===== src/rtl/pfc_regs.vh =====
`ifndef PFC_REGS_VH
`define PFC_REGS_VH

// ----------------------------------------------------------------------
// Register offsets (byte addresses on APB)
// ----------------------------------------------------------------------
`define PFC_CTRL_OFS      12'h000
`define PFC_ADDR_OFS      12'h004
`define PFC_WDATA_OFS     12'h008
`define PFC_CMD_OFS       12'h00c
`define PFC_RDATA_OFS     12'h010
`define PFC_STAT_OFS      12'h014

// ----------------------------------------------------------------------
// Field positions
// ----------------------------------------------------------------------
`define PFC_CTRL_WORD_BIT   0
`define PFC_CTRL_PROT_BIT   1
`define PFC_CTRL_ACCEL_BIT  2
`define PFC_CTRL_IDHV_BIT   3
`define PFC_CTRL_RSTHV_BIT  4
`define PFC_CMD_READ_BIT    0
`define PFC_CMD_WRITE_BIT   1
`define PFC_CMD_RESET_BIT   2
`define PFC_STAT_BUSY_BIT   0
`define PFC_STAT_RB_BIT     1
`define PFC_STAT_DONE_BIT   2
`define PFC_STAT_BADCMD_BIT 3

// ----------------------------------------------------------------------
// Reset values
// ----------------------------------------------------------------------
`define PFC_CTRL_RST      5'h03
`define PFC_ADDR_RST      22'h000000

// ----------------------------------------------------------------------
// Timing, in ns, and cycle counts at 50 MHz
// ----------------------------------------------------------------------
`define PFC_CLK_NS        20
`define PFC_RD_ACC_NS     70
`define PFC_WE_PULSE_NS   40
`define PFC_SETUP_NS      20
`define PFC_RST_PULSE_NS  500
`define PFC_RST_RECOV_NS  20000
`define PFC_CYC_MIN(ns)   (((ns) + `PFC_CLK_NS - 1) / `PFC_CLK_NS)
`define PFC_CYC_MAX(ns)   (((ns) / `PFC_CLK_NS) < 1 ? 1 : ((ns) / `PFC_CLK_NS))

// ----------------------------------------------------------------------
// Flash command values accepted by the guard
// ----------------------------------------------------------------------
`define PFC_CMD_V_RESET   8'hf0
`define PFC_CMD_V_UNLK1   8'haa
`define PFC_CMD_V_UNLK2   8'h55
`define PFC_CMD_V_AUTO    8'h90
`define PFC_CMD_V_PROG    8'ha0
`define PFC_CMD_V_ERASE   8'h80
`define PFC_CMD_V_CHIP    8'h10
`define PFC_CMD_V_SECT    8'h30
`define PFC_CMD_V_SUSP    8'hb0
`define PFC_CMD_V_SEC_EN  8'h88
`define PFC_CMD_V_SEC_EX  8'h00

`endif


===== src/rtl/pfc_apb_slave.v =====
`timescale 1ns/100ps
`default_nettype none
`include "pfc_regs.vh"

module pfc_apb_slave
(
   input  wire        clk_in,
   input  wire        srst_in,
   input  wire        psel_in,
   input  wire        penable_in,
   input  wire        pwrite_in,
   input  wire [11:0] paddr_in,
   input  wire [31:0] pwdata_in,
   input  wire [31:0] rd_word_in,
   output wire        pready_out,
   output wire        pslverr_out,
   output reg  [31:0] prdata_out,
   output wire        wr_stb_out,
   output wire [11:0] wr_addr_out,
   output wire [31:0] wr_data_out,
   output wire [11:0] rd_addr_out
);

   // ------------------------------------------------------------------
   // Zero-wait slave: access phase completes in its first cycle
   // ------------------------------------------------------------------
   wire access;
   wire mapped;

   assign access      = psel_in & penable_in;
   assign mapped      = (paddr_in <= `PFC_STAT_OFS) && (paddr_in[1:0] == 2'b00);
   assign pready_out  = 1'b1;
   assign pslverr_out = access & ~mapped;
   assign wr_stb_out  = access & pwrite_in & mapped;
   assign wr_addr_out = paddr_in;
   assign wr_data_out = pwdata_in;
   assign rd_addr_out = paddr_in;

   // Read data is captured in the setup cycle so that it stands from a
   // flip-flop through the whole access phase; status is one cycle older
   always @(posedge clk_in)
   begin
      if (srst_in)
         prdata_out <= 32'h00000000;
      else if (psel_in && !penable_in && !pwrite_in && mapped)
         prdata_out <= rd_word_in;
      else if (!psel_in)
         prdata_out <= 32'h00000000;
   end

endmodule
`default_nettype wire


===== src/rtl/pfc_flash_ctrl.v =====
// Function
// - Read: address out, select and output gate low, write strobe high, sample data.
// - Write: select low, gate high, data placed, write strobe pulsed low.
// - Controller writes no command value the device leaves undefined unless the accel bit of the control register is set.
// - Hard reset held low at least the minimum pulse returns array read.
`timescale 1ns/100ps
`default_nettype none
`include "pfc_regs.vh"

module pfc_flash_ctrl
#(
   parameter ADDR_W          = 21,
   parameter DATA_W          = 16,
   parameter RST_RECOV_CYC   = `PFC_CYC_MIN(`PFC_RST_RECOV_NS)
)
(
   input  wire              clk_in,
   input  wire              srst_in,
   input  wire              psel_in,
   input  wire              penable_in,
   input  wire              pwrite_in,
   input  wire [11:0]       paddr_in,
   input  wire [31:0]       pwdata_in,
   output wire              pready_out,
   output wire              pslverr_out,
   output wire [31:0]       prdata_out,
   output reg  [ADDR_W-1:0] flash_addr_out,
   input  wire [DATA_W-1:0] flash_dq_in,
   output reg  [DATA_W-1:0] flash_dq_out,
   output reg  [DATA_W-1:0] flash_dq_oe_out,
   output reg               chip_select_n_out,
   output reg               output_gate_n_out,
   output reg               write_strobe_n_out,
   output reg               hard_reset_n_out,
   output reg               hard_reset_hv_out,
   output reg               width_select_n_out,
   output reg               protect_accel_pin_out,
   output reg               protect_accel_hv_out,
   output reg               id_mode_line_hv_out,
   input  wire              ready_busy_n_in
);

   // ------------------------------------------------------------------
   // Timing counts
   // ------------------------------------------------------------------
   localparam RD_CYC    = `PFC_CYC_MIN(`PFC_RD_ACC_NS);
   localparam WE_CYC    = `PFC_CYC_MIN(`PFC_WE_PULSE_NS);
   localparam SU_CYC    = `PFC_CYC_MIN(`PFC_SETUP_NS);
   localparam RST_CYC   = `PFC_CYC_MIN(`PFC_RST_PULSE_NS);
   localparam RECOV_CYC = RST_RECOV_CYC;

   localparam [2:0] ST_IDLE  = 3'd0;
   localparam [2:0] ST_RD    = 3'd1;
   localparam [2:0] ST_WSU   = 3'd2;
   localparam [2:0] ST_WLOW  = 3'd3;
   localparam [2:0] ST_WHOLD = 3'd4;
   localparam [2:0] ST_RST   = 3'd5;
   localparam [2:0] ST_RECOV = 3'd6;

   // ------------------------------------------------------------------
   // Command guard
   // ------------------------------------------------------------------
   function cmd_defined;
      input [7:0] v;
      begin
         case (v)
            `PFC_CMD_V_RESET, `PFC_CMD_V_UNLK1, `PFC_CMD_V_UNLK2,
            `PFC_CMD_V_AUTO,  `PFC_CMD_V_PROG,  `PFC_CMD_V_ERASE,
            `PFC_CMD_V_CHIP,  `PFC_CMD_V_SECT,  `PFC_CMD_V_SUSP,
            `PFC_CMD_V_SEC_EN, `PFC_CMD_V_SEC_EX:
               cmd_defined = 1'b1;
            default:
               cmd_defined = 1'b0;
         endcase
      end
   endfunction

   // ------------------------------------------------------------------
   // Registers
   // ------------------------------------------------------------------
   reg  [4:0]        ctrl_reg;
   reg  [21:0]       addr_reg;
   reg  [15:0]       wdata_reg;
   reg  [15:0]       rdata_reg;
   reg               done_reg;
   reg               badcmd_reg;
   reg  [2:0]        state_reg;
   reg  [15:0]       cnt_reg;
   reg  [31:0]       rd_word;
   wire              wr_stb;
   wire [11:0]       wr_addr;
   wire [31:0]       wr_data;
   wire [11:0]       rd_addr;
   wire              busy;
   wire              word_mode;
   wire              cmd_rd;
   wire              cmd_wr;
   wire              cmd_rst;

   assign busy      = (state_reg != ST_IDLE);
   assign word_mode = ctrl_reg[`PFC_CTRL_WORD_BIT];
   assign cmd_rd    = wr_stb && (wr_addr == `PFC_CMD_OFS) && wr_data[`PFC_CMD_READ_BIT];
   assign cmd_wr    = wr_stb && (wr_addr == `PFC_CMD_OFS) && wr_data[`PFC_CMD_WRITE_BIT];
   assign cmd_rst   = wr_stb && (wr_addr == `PFC_CMD_OFS) && wr_data[`PFC_CMD_RESET_BIT];

   pfc_apb_slave u_apb
   (
      .clk_in      (clk_in),
      .srst_in     (srst_in),
      .psel_in     (psel_in),
      .penable_in  (penable_in),
      .pwrite_in   (pwrite_in),
      .paddr_in    (paddr_in),
      .pwdata_in   (pwdata_in),
      .rd_word_in  (rd_word),
      .pready_out  (pready_out),
      .pslverr_out (pslverr_out),
      .prdata_out  (prdata_out),
      .wr_stb_out  (wr_stb),
      .wr_addr_out (wr_addr),
      .wr_data_out (wr_data),
      .rd_addr_out (rd_addr)
   );

   always @(*)
   begin
      rd_word = 32'h00000000;
      case (rd_addr)
         `PFC_CTRL_OFS:  rd_word = {27'h0000000, ctrl_reg};
         `PFC_ADDR_OFS:  rd_word = {10'h000, addr_reg};
         `PFC_WDATA_OFS: rd_word = {16'h0000, wdata_reg};
         `PFC_RDATA_OFS: rd_word = {16'h0000, rdata_reg};
         `PFC_STAT_OFS:  rd_word = {28'h0000000, badcmd_reg, done_reg, ready_busy_n_in, busy};
         default:        rd_word = 32'h00000000;
      endcase
   end

   // ------------------------------------------------------------------
   // Software registers; settings change only while idle
   // ------------------------------------------------------------------
   always @(posedge clk_in)
   begin
      if (srst_in)
      begin
         ctrl_reg  <= `PFC_CTRL_RST;
         addr_reg  <= `PFC_ADDR_RST;
         wdata_reg <= 16'h0000;
      end
      else if (wr_stb && !busy)
      begin
         if (wr_addr == `PFC_CTRL_OFS)
            ctrl_reg <= wr_data[4:0];
         if (wr_addr == `PFC_ADDR_OFS)
            addr_reg <= wr_data[21:0];
         if (wr_addr == `PFC_WDATA_OFS)
            wdata_reg <= wr_data[15:0];
      end
   end

   // ------------------------------------------------------------------
   // Pin sequencer
   // ------------------------------------------------------------------
   always @(posedge clk_in)
   begin
      if (srst_in)
      begin
         state_reg             <= ST_IDLE;
         cnt_reg               <= 16'h0000;
         rdata_reg             <= 16'h0000;
         done_reg              <= 1'b0;
         badcmd_reg            <= 1'b0;
         flash_addr_out        <= {ADDR_W{1'b0}};
         flash_dq_out          <= {DATA_W{1'b0}};
         flash_dq_oe_out       <= {DATA_W{1'b0}};
         chip_select_n_out     <= 1'b1;
         output_gate_n_out     <= 1'b1;
         write_strobe_n_out    <= 1'b1;
         hard_reset_n_out      <= 1'b1;
         hard_reset_hv_out     <= 1'b0;
         width_select_n_out    <= 1'b1;
         protect_accel_pin_out <= 1'b1;
         protect_accel_hv_out  <= 1'b0;
         id_mode_line_hv_out   <= 1'b0;
      end
      else
      begin
         // Static pin levels follow the control register
         width_select_n_out    <= word_mode;
         protect_accel_pin_out <= ctrl_reg[`PFC_CTRL_PROT_BIT];
         protect_accel_hv_out  <= ctrl_reg[`PFC_CTRL_ACCEL_BIT];
         id_mode_line_hv_out   <= ctrl_reg[`PFC_CTRL_IDHV_BIT];
         hard_reset_hv_out     <= ctrl_reg[`PFC_CTRL_RSTHV_BIT];
         if (wr_stb && wr_addr == `PFC_STAT_OFS)
         begin
            // Set wins over clear: only cleared when no new event lands
            if (wr_data[`PFC_STAT_DONE_BIT])
               done_reg <= 1'b0;
            if (wr_data[`PFC_STAT_BADCMD_BIT])
               badcmd_reg <= 1'b0;
         end
         case (state_reg)
            ST_IDLE:
            begin
               cnt_reg <= 16'h0000;
               // Byte mode puts the lsb byte address on the top data line
               flash_addr_out <= word_mode ? addr_reg[ADDR_W-1:0] : addr_reg[ADDR_W:1];
               if (cmd_rst)
               begin
                  hard_reset_n_out <= 1'b0;
                  chip_select_n_out <= 1'b1;
                  state_reg <= ST_RST;
               end
               else if (cmd_rd)
               begin
                  chip_select_n_out  <= 1'b0;
                  output_gate_n_out  <= 1'b0;
                  write_strobe_n_out <= 1'b1;
                  flash_dq_oe_out    <= word_mode ? {DATA_W{1'b0}}
                                                  : {1'b1, {(DATA_W-1){1'b0}}};
                  flash_dq_out       <= {addr_reg[0], {(DATA_W-1){1'b0}}};
                  state_reg <= ST_RD;
               end
               else if (cmd_wr)
               begin
                  if (!ctrl_reg[`PFC_CTRL_ACCEL_BIT] && !cmd_defined(wdata_reg[7:0]))
                     badcmd_reg <= 1'b1;
                  else
                  begin
                     chip_select_n_out <= 1'b0;
                     output_gate_n_out <= 1'b1;
                     flash_dq_out <= word_mode ? wdata_reg
                                               : {addr_reg[0], 7'h00, wdata_reg[7:0]};
                     flash_dq_oe_out <= word_mode ? {DATA_W{1'b1}}
                                                  : {1'b1, 7'h00, 8'hff};
                     state_reg <= ST_WSU;
                  end
               end
            end
            ST_RD:
            begin
               cnt_reg <= cnt_reg + 16'h0001;
               if (cnt_reg + 16'h0001 >= RD_CYC)
               begin
                  rdata_reg <= word_mode ? flash_dq_in : {8'h00, flash_dq_in[7:0]};
                  chip_select_n_out <= 1'b1;
                  output_gate_n_out <= 1'b1;
                  flash_dq_oe_out   <= {DATA_W{1'b0}};
                  done_reg  <= 1'b1;
                  state_reg <= ST_IDLE;
               end
            end
            ST_WSU:
            begin
               cnt_reg <= cnt_reg + 16'h0001;
               if (cnt_reg + 16'h0001 >= SU_CYC)
               begin
                  write_strobe_n_out <= 1'b0;
                  cnt_reg   <= 16'h0000;
                  state_reg <= ST_WLOW;
               end
            end
            ST_WLOW:
            begin
               cnt_reg <= cnt_reg + 16'h0001;
               if (cnt_reg + 16'h0001 >= WE_CYC)
               begin
                  write_strobe_n_out <= 1'b1;
                  cnt_reg   <= 16'h0000;
                  state_reg <= ST_WHOLD;
               end
            end
            ST_WHOLD:
            begin
               // Data held one cycle past the rising strobe edge
               chip_select_n_out <= 1'b1;
               flash_dq_oe_out   <= {DATA_W{1'b0}};
               done_reg  <= 1'b1;
               state_reg <= ST_IDLE;
            end
            ST_RST:
            begin
               cnt_reg <= cnt_reg + 16'h0001;
               if (cnt_reg + 16'h0001 >= RST_CYC)
               begin
                  hard_reset_n_out <= 1'b1;
                  cnt_reg   <= 16'h0000;
                  state_reg <= ST_RECOV;
               end
            end
            ST_RECOV:
            begin
               // Wait for ready, bounded by the recovery time
               cnt_reg <= cnt_reg + 16'h0001;
               if ((ready_busy_n_in && cnt_reg != 16'h0000)
                   || (cnt_reg + 16'h0001 >= RECOV_CYC))
               begin
                  done_reg  <= 1'b1;
                  state_reg <= ST_IDLE;
               end
            end
            default:
               state_reg <= ST_IDLE;
         endcase
      end
   end

endmodule
`default_nettype wire


===== config.mk =====
export PLATFORM = sky130hd
export DESIGN_NAME = pfc_flash_ctrl
export DESIGN_NICKNAME = d
export VERILOG_FILES = /design/src/rtl/pfc_apb_slave.v /design/src/rtl/pfc_flash_ctrl.v
export VERILOG_INCLUDE_DIRS = /design/src /design/src/rtl
export SDC_FILE = /design/constraint.sdc
export NUM_CORES = 1
export LEC_CHECK = 0
export BUFFER_PORTS_ARGS = -buffer_cell sky130_fd_sc_hd__clkbuf_2
export CORE_MARGIN = 2
export CORE_UTILIZATION = 55
export DETAILED_ROUTE_END_ITERATION = 6
export MAX_ROUTING_LAYER = met4
export PLACE_DENSITY = 0.8
export SKIP_LAST_GASP = 1
export SYNTH_ARGS = -nofsm -noshare
export SYNTH_HDL_FRONTEND = slang
export SYNTH_HIERARCHICAL = 1
export SYNTH_SLANG_ARGS = --single-unit

===== constraint.sdc =====
create_clock -name clk_in -period 4 [get_ports clk_in]
set_input_delay 0.2 -clock clk_in [delete_from_list [all_inputs] [get_ports clk_in]]
set_output_delay 0.2 -clock clk_in [all_outputs]
set_load 0.02 [all_outputs]

==> results.json <==
{
  "status": "complete, no violations",
  "finalPower_mw": 3.821,
  "grt_pass1_wl_um": 34710,
  "yosysWarnings": 6,
  "die_h_um": 128.6,
  "clk_pin_slew_ns": 0.07,
  "p_leak_nw": 3.980,
  "critical_path_required_ns": 4.33,
  "grtUsageTotal_pct": 27.05,
  "placementRows": 45,
  "clockRootBuffer": "clkbuf_16",
  "max-vdd-ir-drop_mv": 0.3257,
  "p_per_area_nw_per_um2": 397.5,
  "start_util_pct": 56.21,
  "worst_clock_skew_ns": 0.01321,
  "h-tree-depth": 4,
  "cts_max_path_buffers": 2,
  "cts_buffers": 17,
  "fin_crit_sh_pct": 86.10,
  "grt_max_degree": 88,
  "whs_path_depth": 3,
  "finalSetupTns_ns": 0,
  "die_area_um2": 16550,
  "areaGrowthSynthToFinish_pct": 12.52,
  "post-route-min-period_ns": 3.444,
  "crit_fanout": 13,
  "rr_worst_depth": 8,
  "slew_violations": 0,
  "netlist_area_um2": 8544,
  "drtAntennaViolNets": 0,
  "drt-vias-per-instance": 5.784,
  "synth.avg_cell_area_um2": 8.596,
  "diodes": 0,
  "final_hold_viol_count": 0,
  "core_um2": 15200,
  "grt-ovfl-total": 0,
  "worstPathArrival_ns": 3.78,
  "worstSetupPathType": "reg -> reg",
  "slowest_stage": "dfxtp_1",
  "insertion_delay_ns": 0.44,
  "largest_reg_flops": 32,
  "drv_cap": 0,
  "dr.first_iter.drc_count": 686,
  "nNetsFinal": 1134,
  "rrSetupSlack_ns": 0.56,
  "port_buffers": 150,
  "io_pins": 162,
  "wl_per_cell_um": 17.13,
  "finalWirelength_um": 21690,
  "critPathMaxStageDelay_ns": 0.54,
  "fmax_ghz": 0.2904,
  "setup_viol": 0,
  "tightest_slew_ns": 1.242,
  "cts.sinks": 161,
  "min_path_type": "in -> reg",
  "cts_tree": "yes",
  "rsz0062_at_grt": "false",
  "grt_pass1_vias": 6799,
  "startpoint_type": "flop",
  "route.vias.total": 7322,
  "drc": 0,
  "die_w_um": 128.6,
  "end_kind": "flop",
  "antenna_found_initial": 0,
  "postCtsSetupBuffers": 0,
  "synthCells": 994,
  "path_cells": "ha_1 -> nand3_2 -> nor4_2 -> mux2i_1 -> nand4_1 -> nor3_2 -> o22ai_1 -> a221o_1",
  "dr.pass1.iters": 7,
  "slew_headroom_pct": 16.81,
  "drive_gt1_share_pct": 22.73,
  "place.gp.congestion": 0.8997,
  "hpwl_um": 14700
}
## what timing repair did
item	4_1_cts	5_1_grt
hold buffers	7	0
setup endpoints to repair	0	0
endpoints found under the hold margin	7	0
resized for setup	0	0
## final cells by class
cell class | instances | area [µm²]
fillers | 1244 | 5588
flip-flops and latches | 161 | 3224
clock buffers | 17 | 425.4
multi-input cells | 683 | 4404
repair buffers | 172 | 935.9
clock inverters | 15 | 276.5
inverters | 30 | 112.6
well taps | 188 | 235.2
## report_power, final
| part | leakage, nW | total [mW] | switching [mW] | internal (mW) |
|---|---|---|---|---|
| registers | 1.30 | 1.65 | 0.0201 | 1.63 |
| logic | 2.35 | 0.235 | 0.151 | 0.0845 |
| clock network | 0.336 | 1.94 | 0.697 | 1.24 |
| total | 3.98 | 3.82 | 0.868 | 2.95 |
## critical path, delay by kind of cell (launching register included)
family | cells | cell delay, ns
compound gates | 2 | 0.51
simple gates | 4 | 1.46
fa+ha+maj | 1 | 0.53
flops | 1 | 0.54
mux | 1 | 0.30
## layer usage
metal / global-route usage [%] / share of wire (%) / wire length, µm
met1: 34.02 / 44 / 9440
met5: - / 0 / 0
met4: 9.974 / 2.3 / 503
met3: 7.651 / 7.8 / 1694
met2: 41.52 / 46 / 10050
## cell usage in the layout (no fill, tap or decap), types with 16 or more instances in the layout
cell type	instances
nor2_1	83
clkbuf_2	149
dfxtp_1	160
a222oi_1	16
clkbuf_16	17
nand2b_1	36
nand3_1	20
a21oi_1	61
mux2i_1	83
nor3_1	19
a211oi_1	26
buf_4	16
inv_1	30
nand2_1	141
## path summary, 6_finish.rpt
path | startpoint | end
worst max register to register | cnt_reg[0] | chip_select_n_out
worst min-delay path | pwdata_in[12] | addr_reg[12]
worst max-delay path | cnt_reg[0] | chip_select_n_out
worst min register to register | u_apb/prdata_out[14] | u_apb/prdata_out[14]
## through the flow
stage | cells | setup slack (ns) | utilization [%] | hold slack (ns) | area, µm²
after global placement | 1227 | 0.7046 | 58.16 | 0.4252 | 8842
final | 1266 | 0.5562 | 63.24 | 0.01209 | 9614
after floorplan | 1003 | 1.515 | - | 0.3439 | 8578
after CTS | 1266 | 0.5711 | 63.24 | 0.0001888 | 9614
after detailed placement | 1227 | 0.6072 | 58.16 | 0.4344 | 8842
after global routing | 1266 | 0.3164 | 63.24 | 0.01082 | 9614
No activity file was read; power rests on OpenSTA's default activity.
